## src/adcc_map.svh

```systemverilog
// Register map, field positions and timing counts of the converter control block
`ifndef ADCC_MAP_SVH
`define ADCC_MAP_SVH
`define ADCC_OFS_MAIN    8'h00
`define ADCC_OFS_PINCFG  8'h04
`define ADCC_OFS_TIMING  8'h08
`define ADCC_OFS_RES_HI  8'h0c
`define ADCC_OFS_RES_LO  8'h10
`define ADCC_OFS_STATUS  8'h14
`define ADCC_OFS_MASK    8'h18
`define ADCC_MAIN_CAL    7
`define ADCC_MAIN_CHS_HI 5
`define ADCC_MAIN_CHS_LO 2
`define ADCC_MAIN_GO     1
`define ADCC_MAIN_ON     0
`define ADCC_MAIN_WMASK  8'hbf
`define ADCC_PIN_WMASK   8'h3f
`define ADCC_TFC_WMASK   8'hbf
`define ADCC_TFC_RJUST   7
`define ADCC_RESET_BYTE  8'h00
`define ADCC_ALL_ANALOG  12'hfff
`define ADCC_PCFG_BASE   4'h3
`define ADCC_CONV_TADS   5'h0b
`define ADCC_ACQ_0       5'h00
`define ADCC_ACQ_1       5'h02
`define ADCC_ACQ_2       5'h04
`define ADCC_ACQ_3       5'h06
`define ADCC_ACQ_4       5'h08
`define ADCC_ACQ_5       5'h0c
`define ADCC_ACQ_6       5'h10
`define ADCC_ACQ_7       5'h14
`define ADCC_DIV_0       7'h02
`define ADCC_DIV_1       7'h08
`define ADCC_DIV_2       7'h20
`define ADCC_DIV_4       7'h04
`define ADCC_DIV_5       7'h10
`define ADCC_DIV_6       7'h40
`endif

```

## src/adcc_pkg.sv

```systemverilog
// Types shared by the converter control block
package adcc_pkg;
    typedef enum logic [1:0] {
        ADCC_IDLE = 2'b00,
        ADCC_ACQ  = 2'b01,
        ADCC_CONV = 2'b11
    } adcc_state_e;
endpackage : adcc_pkg

```

## src/adcc_top.sv

```systemverilog
// Converter control block: APB registers, acquisition and conversion sequencer
// Behaviour
// RL1: Twelve analog inputs, numbered zero to eleven, selectable for conversion.
// RL2: Each conversion yields a 10-bit unsigned result readable by software.
// RL3: Result high, result low and three control registers are offered.
// RL4: Main control bit 7 requests calibration on the next conversion.
// RL5: Main control bits 5..2 pick the channel; codes 11xx unused.
// RL6: Main control bit 1 reads one while converting, zero when idle.
// RL7: Main control bit 0 switches the converter module on or off.
// RL8: Main bit 6 and pin config bits 7..6 always read zero.
// RL9: Pin config bit 5 picks negative reference: external input 2 or ground.
// RL10: Pin config bit 4 picks positive reference: external input 3 or supply.
// RL11: Port code up to 0011 all analog; code k makes 11 down to 15-k digital.
// RL12: Implemented control bits are read/write and reset to zero.
// RL13: Pin config decides analog or digital use of each converter pin.
// RL14: Third control register holds clock source, acquisition time, justification.
// RL15: On completion load result, clear go bit, set the done flag.
// RL16: Go with zero acquisition converts at once, else samples first.
// RL17: A conversion lasts eleven conversion bit periods after sampling.
// RL18: Reset turns converter off, aborts conversion, keeps result registers.
// RL19: Writes to unimplemented control bits are ignored.
`include "adcc_map.svh"
module adcc_top #(
    parameter int FRC_DIV = 4
) (
    input  wire logic        mclk,
    input  wire logic        rst_n,
    input  wire logic        psel,
    input  wire logic        penable,
    input  wire logic        pwrite,
    input  wire logic [7:0]  paddr,
    input  wire logic [31:0] pwdata,
    output logic      [31:0] prdata,
    output logic             pready,
    output logic             pslverr,
    input  wire logic [9:0]  core_result,
    output logic             converter_on,
    output logic             core_sample,
    output logic             core_convert,
    output logic             core_bit_tick,
    output logic             calibrate_next,
    output logic      [3:0]  channel_select,
    output logic             neg_ref_select,
    output logic             pos_ref_select,
    output logic      [11:0] pin_analog_config,
    output logic             conversion_done_irq
);
    localparam logic [6:0] FRC_D = 7'(FRC_DIV);

    function automatic logic [4:0] acq_tads(input logic [2:0] code);
        logic [4:0] r;
        r = `ADCC_ACQ_0;
        unique case (code)
            3'h0: r = `ADCC_ACQ_0;
            3'h1: r = `ADCC_ACQ_1;
            3'h2: r = `ADCC_ACQ_2;
            3'h3: r = `ADCC_ACQ_3;
            3'h4: r = `ADCC_ACQ_4;
            3'h5: r = `ADCC_ACQ_5;
            3'h6: r = `ADCC_ACQ_6;
            3'h7: r = `ADCC_ACQ_7;
        endcase
        return r;
    endfunction : acq_tads

    function automatic logic [6:0] tad_div(input logic [2:0] code);
        logic [6:0] r;
        r = FRC_D;
        unique case (code)
            3'h0: r = `ADCC_DIV_0;
            3'h1: r = `ADCC_DIV_1;
            3'h2: r = `ADCC_DIV_2;
            3'h4: r = `ADCC_DIV_4;
            3'h5: r = `ADCC_DIV_5;
            3'h6: r = `ADCC_DIV_6;
            3'h3, 3'h7: r = FRC_D;
        endcase
        return r;
    endfunction : tad_div

    // Analog mask, one per input
    function automatic logic [11:0] pin_mask(input logic [3:0] code);
        logic [3:0] sh;
        sh = code - `ADCC_PCFG_BASE;
        if (code <= `ADCC_PCFG_BASE) begin
            return `ADCC_ALL_ANALOG;
        end
        return `ADCC_ALL_ANALOG >> sh;
    endfunction : pin_mask

    adcc_pkg::adcc_state_e st_q, st_d;
    logic [7:0]  main_q, main_d;
    logic [7:0]  pin_q, pin_d;
    logic [7:0]  tfc_q, tfc_d;
    logic [7:0]  rhi_q, rhi_d;
    logic [7:0]  rlo_q, rlo_d;
    logic        sts_q, sts_d;
    logic        msk_q, msk_d;
    logic [6:0]  div_q, div_d;
    logic [4:0]  tad_q, tad_d;
    logic [31:0] prd_q, prd_d;
    logic        rdy_q, rdy_d;
    logic        err_q, err_d;
    logic        smp_q, smp_d;
    logic        cnv_q, cnv_d;
    logic        btk_q, btk_d;
    logic [11:0] pam_q, pam_d;
    logic        irq_q, irq_d;
    logic        acc;
    logic        wr;
    logic        mapped;
    logic        tick;
    logic        start;
    logic        done_evt;
    logic [7:0]  wmain;

    assign acc = psel & penable & rdy_q;
    assign wr  = acc & pwrite;
    assign mapped = (paddr == `ADCC_OFS_MAIN) | (paddr == `ADCC_OFS_PINCFG)
                  | (paddr == `ADCC_OFS_TIMING) | (paddr == `ADCC_OFS_RES_HI)
                  | (paddr == `ADCC_OFS_RES_LO) | (paddr == `ADCC_OFS_STATUS)
                  | (paddr == `ADCC_OFS_MASK);
    assign wmain = pwdata[7:0] & `ADCC_MAIN_WMASK; // see RL19
    assign tick = (st_q != adcc_pkg::ADCC_IDLE) && (div_q == tad_div(tfc_q[2:0]) - 7'h01);
    assign start = wr && (paddr == `ADCC_OFS_MAIN) && wmain[`ADCC_MAIN_GO]
                 && wmain[`ADCC_MAIN_ON] && (st_q == adcc_pkg::ADCC_IDLE);
    assign done_evt = (st_q == adcc_pkg::ADCC_CONV) && tick && (tad_q == 5'h01);

    // Bus slave and registers
    always_comb begin
        main_d = main_q;
        pin_d  = pin_q;
        tfc_d  = tfc_q;
        sts_d  = sts_q | done_evt; // see RL15
        msk_d  = msk_q;
        rdy_d  = psel & penable & ~rdy_q;
        prd_d  = prd_q;
        err_d  = 1'b0;
        if (psel & penable & ~rdy_q) begin
            err_d = ~mapped;
            prd_d = 32'h0;
            unique case (paddr)
                `ADCC_OFS_MAIN:   prd_d[7:0] = {main_q[7:2], st_q != adcc_pkg::ADCC_IDLE, main_q[0]}; // see RL6
                `ADCC_OFS_PINCFG: prd_d[7:0] = pin_q;  // see RL8
                `ADCC_OFS_TIMING: prd_d[7:0] = tfc_q;  // see RL14
                `ADCC_OFS_RES_HI: prd_d[7:0] = rhi_q;  // see RL3
                `ADCC_OFS_RES_LO: prd_d[7:0] = rlo_q;
                `ADCC_OFS_STATUS: prd_d[0]   = sts_q;
                `ADCC_OFS_MASK:   prd_d[0]   = msk_q;
                default:          prd_d      = 32'h0;
            endcase
        end
        if (wr) begin
            unique case (paddr)
                `ADCC_OFS_MAIN:   main_d = {wmain[7:2], 1'b0, wmain[0]}; // see RL7
                `ADCC_OFS_PINCFG: pin_d  = pwdata[7:0] & `ADCC_PIN_WMASK; // see RL12
                `ADCC_OFS_TIMING: tfc_d  = pwdata[7:0] & `ADCC_TFC_WMASK;
                `ADCC_OFS_STATUS: sts_d  = (sts_q & ~pwdata[0]) | done_evt;
                `ADCC_OFS_MASK:   msk_d  = pwdata[0];
                default: begin
                end
            endcase
        end
        irq_d = sts_d & msk_d;
    end

    // Acquisition and conversion sequencer
    always_comb begin
        st_d  = st_q;
        div_d = tick ? 7'h00 : div_q + 7'h01;
        tad_d = tad_q;
        rhi_d = rhi_q;
        rlo_d = rlo_q;
        unique case (st_q)
            adcc_pkg::ADCC_IDLE: begin
                div_d = 7'h00;
                if (start) begin
                    if (acq_tads(tfc_q[5:3]) == `ADCC_ACQ_0) begin
                        st_d  = adcc_pkg::ADCC_CONV; // see RL16
                        tad_d = `ADCC_CONV_TADS;
                    end else begin
                        st_d  = adcc_pkg::ADCC_ACQ;
                        tad_d = acq_tads(tfc_q[5:3]);
                    end
                end
            end
            adcc_pkg::ADCC_ACQ: begin
                if (tick) begin
                    tad_d = tad_q - 5'h01;
                    if (tad_q == 5'h01) begin
                        st_d  = adcc_pkg::ADCC_CONV;
                        tad_d = `ADCC_CONV_TADS; // see RL17
                    end
                end
            end
            adcc_pkg::ADCC_CONV: begin
                if (tick) begin
                    tad_d = tad_q - 5'h01;
                end
                if (done_evt) begin
                    st_d = adcc_pkg::ADCC_IDLE; // see RL15
                    if (tfc_q[`ADCC_TFC_RJUST]) begin
                        rhi_d = {6'h00, core_result[9:8]}; // see RL2
                        rlo_d = core_result[7:0];
                    end else begin
                        rhi_d = core_result[9:2];
                        rlo_d = {core_result[1:0], 6'h00};
                    end
                end
            end
            default: st_d = adcc_pkg::ADCC_IDLE;
        endcase
        // Module off or go cleared aborts
        if (!main_d[`ADCC_MAIN_ON]) begin
            st_d = adcc_pkg::ADCC_IDLE; // see RL7
        end else if (wr && (paddr == `ADCC_OFS_MAIN) && !wmain[`ADCC_MAIN_GO]) begin
            st_d = adcc_pkg::ADCC_IDLE;
        end
        smp_d = main_d[`ADCC_MAIN_ON] && (st_d != adcc_pkg::ADCC_CONV);
        cnv_d = (st_d == adcc_pkg::ADCC_CONV);
        btk_d = tick && (st_q == adcc_pkg::ADCC_CONV);
        pam_d = pin_mask(pin_d[3:0]); // see RL11, RL13
    end

    always_ff @(posedge mclk) begin
        if (!rst_n) begin
            st_q  <= adcc_pkg::ADCC_IDLE; // see RL18
            main_q <= `ADCC_RESET_BYTE;
            pin_q <= `ADCC_RESET_BYTE;
            tfc_q <= `ADCC_RESET_BYTE;
            sts_q <= 1'b0;
            msk_q <= 1'b0;
            div_q <= 7'h00;
            tad_q <= 5'h00;
            prd_q <= 32'h0;
            rdy_q <= 1'b0;
            err_q <= 1'b0;
            smp_q <= 1'b0;
            cnv_q <= 1'b0;
            btk_q <= 1'b0;
            pam_q <= `ADCC_ALL_ANALOG;
            irq_q <= 1'b0;
        end else begin
            st_q  <= st_d;
            main_q <= main_d;
            pin_q <= pin_d;
            tfc_q <= tfc_d;
            sts_q <= sts_d;
            msk_q <= msk_d;
            div_q <= div_d;
            tad_q <= tad_d;
            prd_q <= prd_d;
            rdy_q <= rdy_d;
            err_q <= err_d;
            smp_q <= smp_d;
            cnv_q <= cnv_d;
            btk_q <= btk_d;
            pam_q <= pam_d;
            irq_q <= irq_d;
        end
    end

    // Result registers survive reset
    always_ff @(posedge mclk) begin
        rhi_q <= rhi_d; // see RL18
        rlo_q <= rlo_d;
    end

    assign prdata = prd_q;
    assign pready = rdy_q;
    assign pslverr = err_q;
    assign converter_on = main_q[`ADCC_MAIN_ON];
    assign core_sample = smp_q;
    assign core_convert = cnv_q;
    assign core_bit_tick = btk_q;
    assign calibrate_next = main_q[`ADCC_MAIN_CAL]; // see RL4
    assign channel_select = main_q[`ADCC_MAIN_CHS_HI:`ADCC_MAIN_CHS_LO]; // see RL1, RL5
    assign neg_ref_select = pin_q[5]; // see RL9
    assign pos_ref_select = pin_q[4]; // see RL10
    assign pin_analog_config = pam_q;
    assign conversion_done_irq = irq_q;

    // Checks
    logic [4:0] chk_ticks_q;
    always_ff @(posedge mclk) begin
        if (!rst_n || !cnv_q) begin
            chk_ticks_q <= 5'h00;
        end else if (btk_q) begin
            chk_ticks_q <= chk_ticks_q + 5'h01;
        end
    end
endmodule : adcc_top

```

## config.mk

```make
export PLATFORM = sky130hd
export DESIGN_NAME = adcc_top
export DESIGN_NICKNAME = d
export VERILOG_FILES = /design/src/adcc_pkg.sv /design/src/adcc_top.sv
export VERILOG_INCLUDE_DIRS = /design/src /design/src/src
export SDC_FILE = /design/constraint.sdc
export NUM_CORES = 1
export LEC_CHECK = 0
export ABC_AREA = 1
export BUFFER_PORTS_ARGS = -buffer_cell sky130_fd_sc_hd__buf_4
export CAP_MARGIN = 25
export CORE_MARGIN = 1.5
export CORE_UTILIZATION = 45
export CTS_CLUSTER_DIAMETER = 120
export DETAILED_ROUTE_END_ITERATION = 10
export GPL_ROUTABILITY_DRIVEN = 0
export GPL_TIMING_DRIVEN = 0
export PLACE_DENSITY = 0.7
export SYNTH_ARGS = -nofsm -noshare
export SYNTH_HDL_FRONTEND = slang
export SYNTH_SLANG_ARGS = --single-unit
```

## constraint.sdc

```tcl
create_clock -name mclk -period 3.6 [get_ports mclk]
set_input_delay 0.72 -clock mclk [delete_from_list [all_inputs] [get_ports mclk]]
set_output_delay 0.72 -clock mclk [all_outputs]
set_load 0.01 [all_outputs]
```

# Word-level counts from Yosys, hierarchy flattened

Memory sizes are Yosys's and may differ from the RTL's. A register that Yosys moved wholly into a read port is not among the register bits.
Index checks and enable logic that the tools add are counted.
W data, S select, Z words.

Reduce and logical (&&, ||, !) cells: 22
$mul: 0
Shifts and indexed selects: 1
Multiplexer cells: 37
Div/mod/pow operators: 0
Bitwise logic cells: 18
$lt $le $gt $ge: 1
$add $sub $neg: 4
Equal/unequal tests: 15

Operator list:

| cell                    | count |
|---|---|
| $mux W5                 | 7 |
| $pmux W7 S5             | 1 |
| $eq A8 B5 Y1 const B    | 3 |
| $mux W12                | 2 |
| $mux W3                 | 6 |
| $eq A8 B4 Y1 const B    | 2 |
| $mux W2                 | 8 |
| $pmux W5 S3             | 1 |
| $shr A12 B4 Y12 const A | 1 |
| $reduce_and A2 Y1       | 5 |
| $logic_and A1 B1 Y1     | 9 |
| $eq A8 B3 Y1 const B    | 1 |
| $logic_not A8 Y1        | 1 |
| $mux W4                 | 2 |
| $mux W8                 | 1 |
| $ne A2 B2 Y1 const B    | 4 |
| $or A1 B1 Y1            | 8 |
| $add A7 B1 Y7 const B   | 1 |
| $eq A7 B7 Y1            | 1 |
| $mux W1                 | 7 |
| $pmux W1 S7             | 1 |
| $sub A7 B1 Y7 const B   | 1 |
| $and A1 B1 Y1           | 6 |
| $pmux W2 S3             | 1 |
| 14 further kinds        | 18 |

RAM bits: 0
Memories: 3
Register bits after elaboration: 77
Input port bits: 55
Latch bits: 0
Memory bits (read-only): 112

Memory list:

| memory          | depth | width | rd ports | clocked after Yosys merged registers in | wr ports | line           | source |
|---|---|---|---|---|---|---|---|
| (no name shown) | 8     | 6     | 1        | 1                                       | 0        | adcc_top.sv:69 | `unique case (code)` |
| (no name shown) | 8     | 4     | 1        | 1                                       | 0        | adcc_top.sv:53 | `unique case (code)` |
| (no name shown) | 8     | 4     | 1        | 1                                       | 0        | adcc_top.sv:53 |  |

# Longest topological paths before layout

Gate-level depths: netlist (run 1).

Depth after elaboration: 17
Mapped depth: 14

# Worst setup path before layout (run 1)

OpenSTA, ideal clock, no wires.

Path kind: input -> register
Start: in paddr[5]
End: reg pam_q[1], in the netlist pin_analog_config[1]
Buffers on the path: 1
Arrival: 2.199 ns
Stages on the path: 13
Required time: 3.480 ns
Slack: 1.281 ns
Cells stage by stage: nor2_1 -> nand2_2 -> nor2_8 -> nand2_4 -> buf_6 -> nand2_1 -> o21ai_2 -> ha_1 -> inv_1 -> nand2_1 -> nand2_2 -> nor2_1 -> or2_1

Cells in the longest elaborated chain, start to end: 6
Elaborated cells between the ends (all ways): 8

RTL lines:

| item                                                           | line            | source |
|---|---|---|
| start, declared                                                | adcc_top.sv:31  | `input wire logic [7:0] paddr,` |
| $eq A8 B3 Y1 *                                                 | adcc_top.sv:154 | `unique case (paddr)` |
| $mux W4 *                                                      | adcc_top.sv:154 |  |
| $mux W4 *                                                      | adcc_top.sv:153 | `if (wr) begin` |
| net pin_d[1]                                                   | adcc_top.sv:93  | `logic [7:0] pin_q, pin_d;` |
| $sub A4 B2 Y4 (no line) / $le A4 B2 Y1 (equally long branches) | --              |  |
| $shr A12 B4 Y12 (no line) / $mux W1 (equally long branches)    | --              |  |
| $mux W12 *                                                     | adcc_top.sv:88  | `` return `ADCC_ALL_ANALOG >> sh; `` |
| end signal, assigned                                           | adcc_top.sv:241 | `` pam_q <= `ADCC_ALL_ANALOG; `` |
| end signal, assigned                                           | adcc_top.sv:258 | `pam_q <= pam_d;` |
| end, declared                                                  | adcc_top.sv:107 | `logic [11:0] pam_q, pam_d;` |

The timed path passes the listed nets; every way through them passes the cells marked *.
A chain may end at the register's enable or synchronous reset.

# Worst setup path after layout (run 1)

Start: in paddr[7]
End: reg pam_q[10], in the netlist pin_analog_config[10]

The elaborated chain is that of the path after synthesis.

==> results of run 1 <==
[synthesized netlist by cell type, types with 3 or more instances]
cell type,count
a21oi_1,34
a22o_1,6
buf_4,24
clkbuf_1,6
dfxtp_1,71
edfxtp_1,16
ha_1,8
inv_1,75
inv_2,5
nand2_1,112
nand2_2,8
nand2_4,3
nand3_1,29
nand4_1,4
nor2_1,68
nor2_4,4
nor3_1,9
nor4_1,3
o21ai_0,19
o21ai_1,3
o21ai_2,3
o22ai_1,3
or2_1,3
xor2_1,3
[cells in the final DEF (no fill, tap or decap), drive strengths merged]
master      n
a22o        6
clkinv      2
nor3b       2
or2         3
xor2        3
and3        1
o211ai      4
inv        82
a21oi      35
o22ai       3
edfxtp     16
a41oi       1
o21bai      1
conb       24
mux2i       1
a22oi       1
clkinvlp    2
nand2     123
ha          8
nor2       75
dfxtp      71
buf        89
clkbuf     18
o21ai      26
xnor2       1
nand3      32
o21a        1
nand4       5
nor4        3
nor3       10
a211oi      2
[worst reg2reg max path, delay by kind of cell (launching register included)]
kind            cells  cell delay (ns)
buf+inv             3             0.64
fa+ha+maj           1             0.24
simple gates        6             0.56
flops               1             0.39
compound gates      1             0.12
[metrics by stage]
step                      hold slack, ns  setup WS (ns)  utilization, %  cell area, sq um
after floorplan                   0.4413          1.281               -              4350
after CTS                         0.4711          1.267           56.24              5172
final                             0.4678          1.271           56.24              5172
after global placement            0.4577         0.9649           53.96              4962
after global routing              0.5003          1.040           56.24              5172
after detailed placement          0.4566         0.9003           53.96              4962
[metal layers]
layer	GRT usage (%)	up-vias	part of all wire, %
li1	-	1892	-
met1	23.90	1619	45
met2	33.33	110	48
met3	5.014	17	5.5
met4	8.126	0	1.7
met5	0	-	0
[worst max-delay path by stage]
| stage | start | endpoint | slack, ns | depth (start not counted) |
|---|---|---|---|---|
| 3_5_place_dp | paddr[7] | pin_analog_config[10] | 0.90 | 14 |
| 5_1_grt | register | rlo_q[4] | 1.04 | 11 |
| 2_1_floorplan | paddr[5] | pin_analog_config[1] | 1.28 | 13 |
| 3_3_place_gp | paddr[5] | pin_analog_config[10] | 0.96 | 14 |
| 4_1_cts | register | rlo_q[4] | 1.27 | 10 |
| 6_report | paddr[7] | pin_analog_config[10] | 1.27 | 14 |
[logic make-up (layout without fill, tap and decap cells)]
logic type      count (synthesis)  count (layout)  synth area share [%]
compound gates                 80              80                 11.59
xor+xnor                        4               4                0.8217
flops                          87              87                 44.60
mux                             1               1                0.2348
other cells                     1              24               0.08794
fa+ha+maj                       8               8                 2.348
buf+inv                       114             193                 12.32
simple gates                  254             254                 27.99
[area by class of cell]
type                       instances  area [sq um]
clock buffer                      12         177.7
multi-input combinational        371          1923
tap                              111         138.9
buffer                            32         217.7
sequential                        87          1902
clock inverter                     4         32.53
fill                             868          4024
inverter                          82         307.8
timing repair buffer              63         473.0
[power by group]
group,switching (uW),internal (uW),total (uW)
Clock,368,340,708
Combinational,61.8,52.3,114
Sequential,2.61,992,995
==> out/qor.csv, run 1 <==
metric;value;unit
area_growth;21.30;%
max_freq;429.3;MHz
drv_slew;0;
vias;3638;
finalCritPeriodShare;64.70;%
synth_area_per_cell;7.767;sq um
fin_setup_tns;0;ns
io_pins;113;
slowest_delay;0.28;ns
antenna_cells;0;
worst_pin_slew;0.6186;ns
drive_gt1_share;21.35;%
gr-usage-all-layers;19.69;%
dr.pass1.iters;4;
dp_cells;746;
crit_path_max_fanout;10;
hold_class;register to register;
grt_pass1_vias;3493;
seq_area_frac_synth;44.60;%
hold_start;prdata[6];
numCtsBuffers;9;
die_h;100.3;microns
wl;9346;microns
num_rows;35;
clock_sinks;87;
ff2ff_path_depth;11;
synthDistinctLibCells;48;
cts_setup_buffers;0;
path_cells;buf_4 -> nor2_2 -> nand2_2 -> nor2_8 -> nand2_4 -> buf_6 -> o21ai_2 -> ha_1 -> inv_1 -> nand2_1 -> nand2_2 -> nor2_1 -> nand3_1 -> nand2_1;
worstHoldPathCells;2;
critical_path.endpoint_type;register;
worstSetupPathType;primary input to register;
total_power;1817;uW
synthTopCellsByArea;dfxtp_1, edfxtp_1, nand2_1;
post_drt_via_cell_ratio;4.774;
ys_async_sr_fraction;0;%
skew;0.01107;ns
cts-resized-gates;0;
ys.flop_type;dfxtp_1;
vdd_drop_max;0.1839;mV
period_minus_slack;2.329;ns
clkLatencyLatePin;0.36;ns
slew_headroom;58.61;%
cts_tree;yes;
start_util;46.37;%
rrSetupSlack;1.29;ns
status;completed;
final_antenna_net_count;0;
reg2reg_to;rlo_q[4];
required;3.91;ns
power-per-cell-area;351.3;nW/um^2
holdBufCountCts;0;
core_area;9196;sq um
grt_pass1_wl;15610;microns
drv_cap;0;
hold_viol;0;
root_buffer;clkbuf_8;
die_w;100.3;microns
drc;0;
leakage;0.002498;uW
dieArea;10070;sq um
overflow;0;
layout.nets;709;
clkTransAtPathRegs;0.09;ns
synth.top_cell.area_share;33.33;%
netlist_area;4264;sq um
drtIter0Drc;133;
synth_edf_count;16;
ys_ff_latch;87;
instances_no_fill;762;
syn_inst;549;
start_kind;primary input;
crit_buf_inv;3;
port_buffers;63;
cp_data_arrival_time;2.64;ns
critPathSlowestCell;o21ai_2;
yosysWarnings;0;
setup_viol;0;
htreeDepth;3;
hpwl;7230;microns
grt_start_max_net_pins;17;
avgRoutedWirePerCell;12.27;microns
synth_top_area_cell;dfxtp_1;
antenna_found_initial;0;
cp_top_family;simple AND/OR/NAND/NOR gates;
hold_end;prdata[6];
clockBufferDepth;2;
rsz0062_at_grt;no;
Note: power is estimated with default switching activity, not from simulation.
==> inputs of run 2 (changes only) <==
- ABC_AREA: 1 -> 0
- PLACE_DENSITY: 0.7 -> 0.73
- clock period: 3.6 -> 1.9 ns (I/O delays scaled with it)
==> out/qor.csv, run 2 <==
metric;value;unit;change
ff2ff_path_depth;9;;-2
rsz0062_at_grt;yes;;
grt_start_max_net_pins;17;;unchanged
final_antenna_net_count;0;;unchanged
start_util;46.70;%;+0.34 points
worstHoldPathCells;3;;+1
leakage;0.002292;uW;-8.3%
num-fill-cells;710;;-18%
root_buffer;clkbuf_8;;
skew;0.01057;ns;-0.0005019 ns
cts_tree;yes;;
seq_area_frac_synth;46.24;%;+1.6 points
netlist_top_cells_count;dfxtp_1, nor2_1, buf_4, mux2i_1, o21ai_0;;
dieArea;9722;sq um;-3.4%
yosysWarnings;0;;unchanged
required;1.98;ns;-1.93 ns
layout_common_cells;buf_4, dfxtp_1, nor2_1;;
area.sequential;1908;sq um;+0.33%
synth_edf_count;16;;unchanged
setup_viol;28;;+28
synthDistinctLibCells;60;;+25%
wl;9980;microns;+6.8%
hpwl;6942;microns;-4.0%
die_w;98.60;microns;-1.7%
core_area;8806;sq um;-4.2%
clock_sinks;87;;unchanged
cp_data_arrival_time;2.22;ns;-0.42 ns
post_drt_via_cell_ratio;5.258;;+10%
wl_met3;437;microns;-15%
dp_cells;610;;-18%
instances_no_fill;648;;-15%
drc;0;;unchanged
vdd_drop_max;0.4231;mV;+130%
antenna_found_initial;0;;unchanged
dr_wl_met2;4987;microns;+12%
clkTransAtPathRegs;0.09;ns;about the same
overflow;0;;unchanged
reg2reg_to;rhi_q[2];;
multiInputGateArea;2275;sq um;+18%
rrSetupSlack;-0.25;ns;-1.54 ns
avgRoutedWirePerCell;15.40;microns;+26%
hold_start;pwdata[5];;
hold_class;primary input to register;;
ys.flop_type;dfxtp_1;;
slew_headroom;47.82;%;-11 points
layout.nets;598;;-16%
total_power;3285;uW;+81%
drtIter0Drc;139;;+4.5%
vias;3407;;-6.3%
synthTopCellsByArea;dfxtp_1, edfxtp_1, mux2i_1;;
max_freq;466.2;MHz;
wl_met1;4327;microns;+2.8%
violations;setup timing;;
worst_pin_slew;0.7756;ns;+0.1570 ns
clockBufferDepth;2;;unchanged
crit_path_max_fanout;16;;+6
top_layer;met4;;
htreeDepth;3;;unchanged
period_minus_slack;2.145;ns;
ys_async_sr_fraction;0;%;unchanged
grt_pass1_wl;15650;microns;+0.27%
clkLatencyLatePin;0.37;ns;about the same
hold_end;main_q[5];;
critical_path.endpoint_type;register;;
antenna_cells;0;;unchanged
post-place-ws;-0.7114;ns;-1.612 ns
worst_slack;-0.2450;ns;-1.516 ns
num_rows;34;;-2.9%
netlist_area;4113;sq um;-3.6%
worstSetupPathType;register to register;;
holdBufCountCts;0;;unchanged
numCtsBuffers;9;;unchanged
finalCritPeriodShare;112.9;%;
gr-usage-all-layers;20.29;%;+0.60 points
final_common_cell;buf_4;;
final_util;62.02;%;+5.8 points
drv_cap;0;;unchanged
synth_top_area_cell;dfxtp_1;;
area_growth;32.80;%;
drive_gt1_share;35.74;%;+14 points
grt_pass1_vias;3286;;-5.9%
synth_most_common_cell;dfxtp_1;;
die_h;98.60;microns;-1.7%
drv_slew;0;;unchanged
hold_viol;0;;unchanged
synth_area_per_cell;9.839;sq um;+27%
io_pins;113;;unchanged
power-per-cell-area;601.5;nW/um^2;+71%
ys_ff_latch;87;;unchanged
port_buffers;61;;-3.2%
syn_inst;418;;-24%
whs;0.2655;ns;-0.2022 ns
dr.pass1.iters;7;;+3
start_kind;register;;
synth.top_cell.area_share;34.56;%;+1.2 points
status;complete, but fails checks;;
==> run 2: changes by cell type in the layout (fill, tap and decap cells not counted), sizes merged, moves of 5 or more <==
cell,previous run,this run
nor2,75,51
nand3,32,14
clkbuf,18,25
mux2i,1,24
xnor2,1,6
nor2b,0,11
and2,0,10
nand2,123,17
inv,82,14
a21oi,35,15
a22oi,1,11
buf,89,109
a31oi,0,8
mux2,0,10
==> run 2: worst max-delay path by stage <==
stage	slack (ns)	end	cells past startpoint
after detailed placement	-0.71	pin_analog_config[10]	9
after global placement	-0.65	pin_analog_config[9]	9
final	-0.25	rhi_q[2]	9
after CTS	-0.20	rlo_q[6]	9
after global routing	-0.31	rlo_q[3]	9
after floorplan	-0.25	pin_analog_config[10]	8
==> run 2: report_power, final <==
| part | internal (uW) | switching, uW | total (uW) |
|---|---|---|---|
| logic | 107 | 129 | 236 |
| clock network | 510 | 666 | 1180 |
| registers | 1870 | 0.762 | 1870 |
==> run 2: worst max-delay path, cell delays in order, from the launching register on <==
cell	delay [ns]
dfxtp_2	0.36
inv_2	0.05
ha_4	0.16
nor2b_4	0.12
or3_4	0.34
a31oi_4	0.24
and2_4	0.21
nand3_4	0.11
clkinvlp_4	0.13
buf_12	0.15
==> run 2: cell type report <==
type | count | area share (%)
multi-input cells | 299 | 41.65
well taps | 108 | 2.474
plain buffers | 40 | 4.742
clock inverters | 5 | 0.5956
repair buffers | 83 | 11.84
inverters | 15 | 1.168
clock buffers | 11 | 2.589
flip-flops and latches | 87 | 34.94
==> run 2: cells by family (layout without fill, tap and decap cells) <==
| family | after synthesis | in the layout | synth area share [%] |
|---|---|---|---|
| muxes | 36 | 36 | 10.28 |
| xor gates and xnor gates | 12 | 12 | 2.556 |
| adders and majority gates | 8 | 8 | 2.434 |
| buffers and inverters | 55 | 154 | 7.392 |
| DFF | 87 | 87 | 46.24 |
| other | 1 | 24 | 0.09118 |
| and+or+nand+nor | 143 | 143 | 18.65 |
| AOI/OAI and AO/OA | 76 | 76 | 12.35 |
==> run 2: routing by layer <==
| layer | GRT usage [%] | vias up |
|---|---|---|
| met5 | 0 | - |
| met2 | 34.51 | 102 |
| li1 | - | 1661 |
| met4 | 9.451 | 0 |
| met3 | 4.397 | 19 |
| met1 | 24.63 | 1625 |
==> run 2: through the flow <==
step                TNS [ns]  area (sq um)
floorplan             -3.869          4295
global placement      -17.66          4888
detailed placement    -20.77          4888
CTS                   -3.763          5230
global route          -7.614          5461
finish                -4.880          5461
==> run 2: timing repair <==
| item | in CTS | in global routing |
|---|---|---|
| endpoints found under the hold margin | 0 | 0 |
| buffers inserted | 13 | 9 |
| resized for setup | 12 | 41 |
| pin swaps | 7 | 11 |
| endpoints found under the setup margin | 38 | 41 |
| cloned | 0 | 0 |
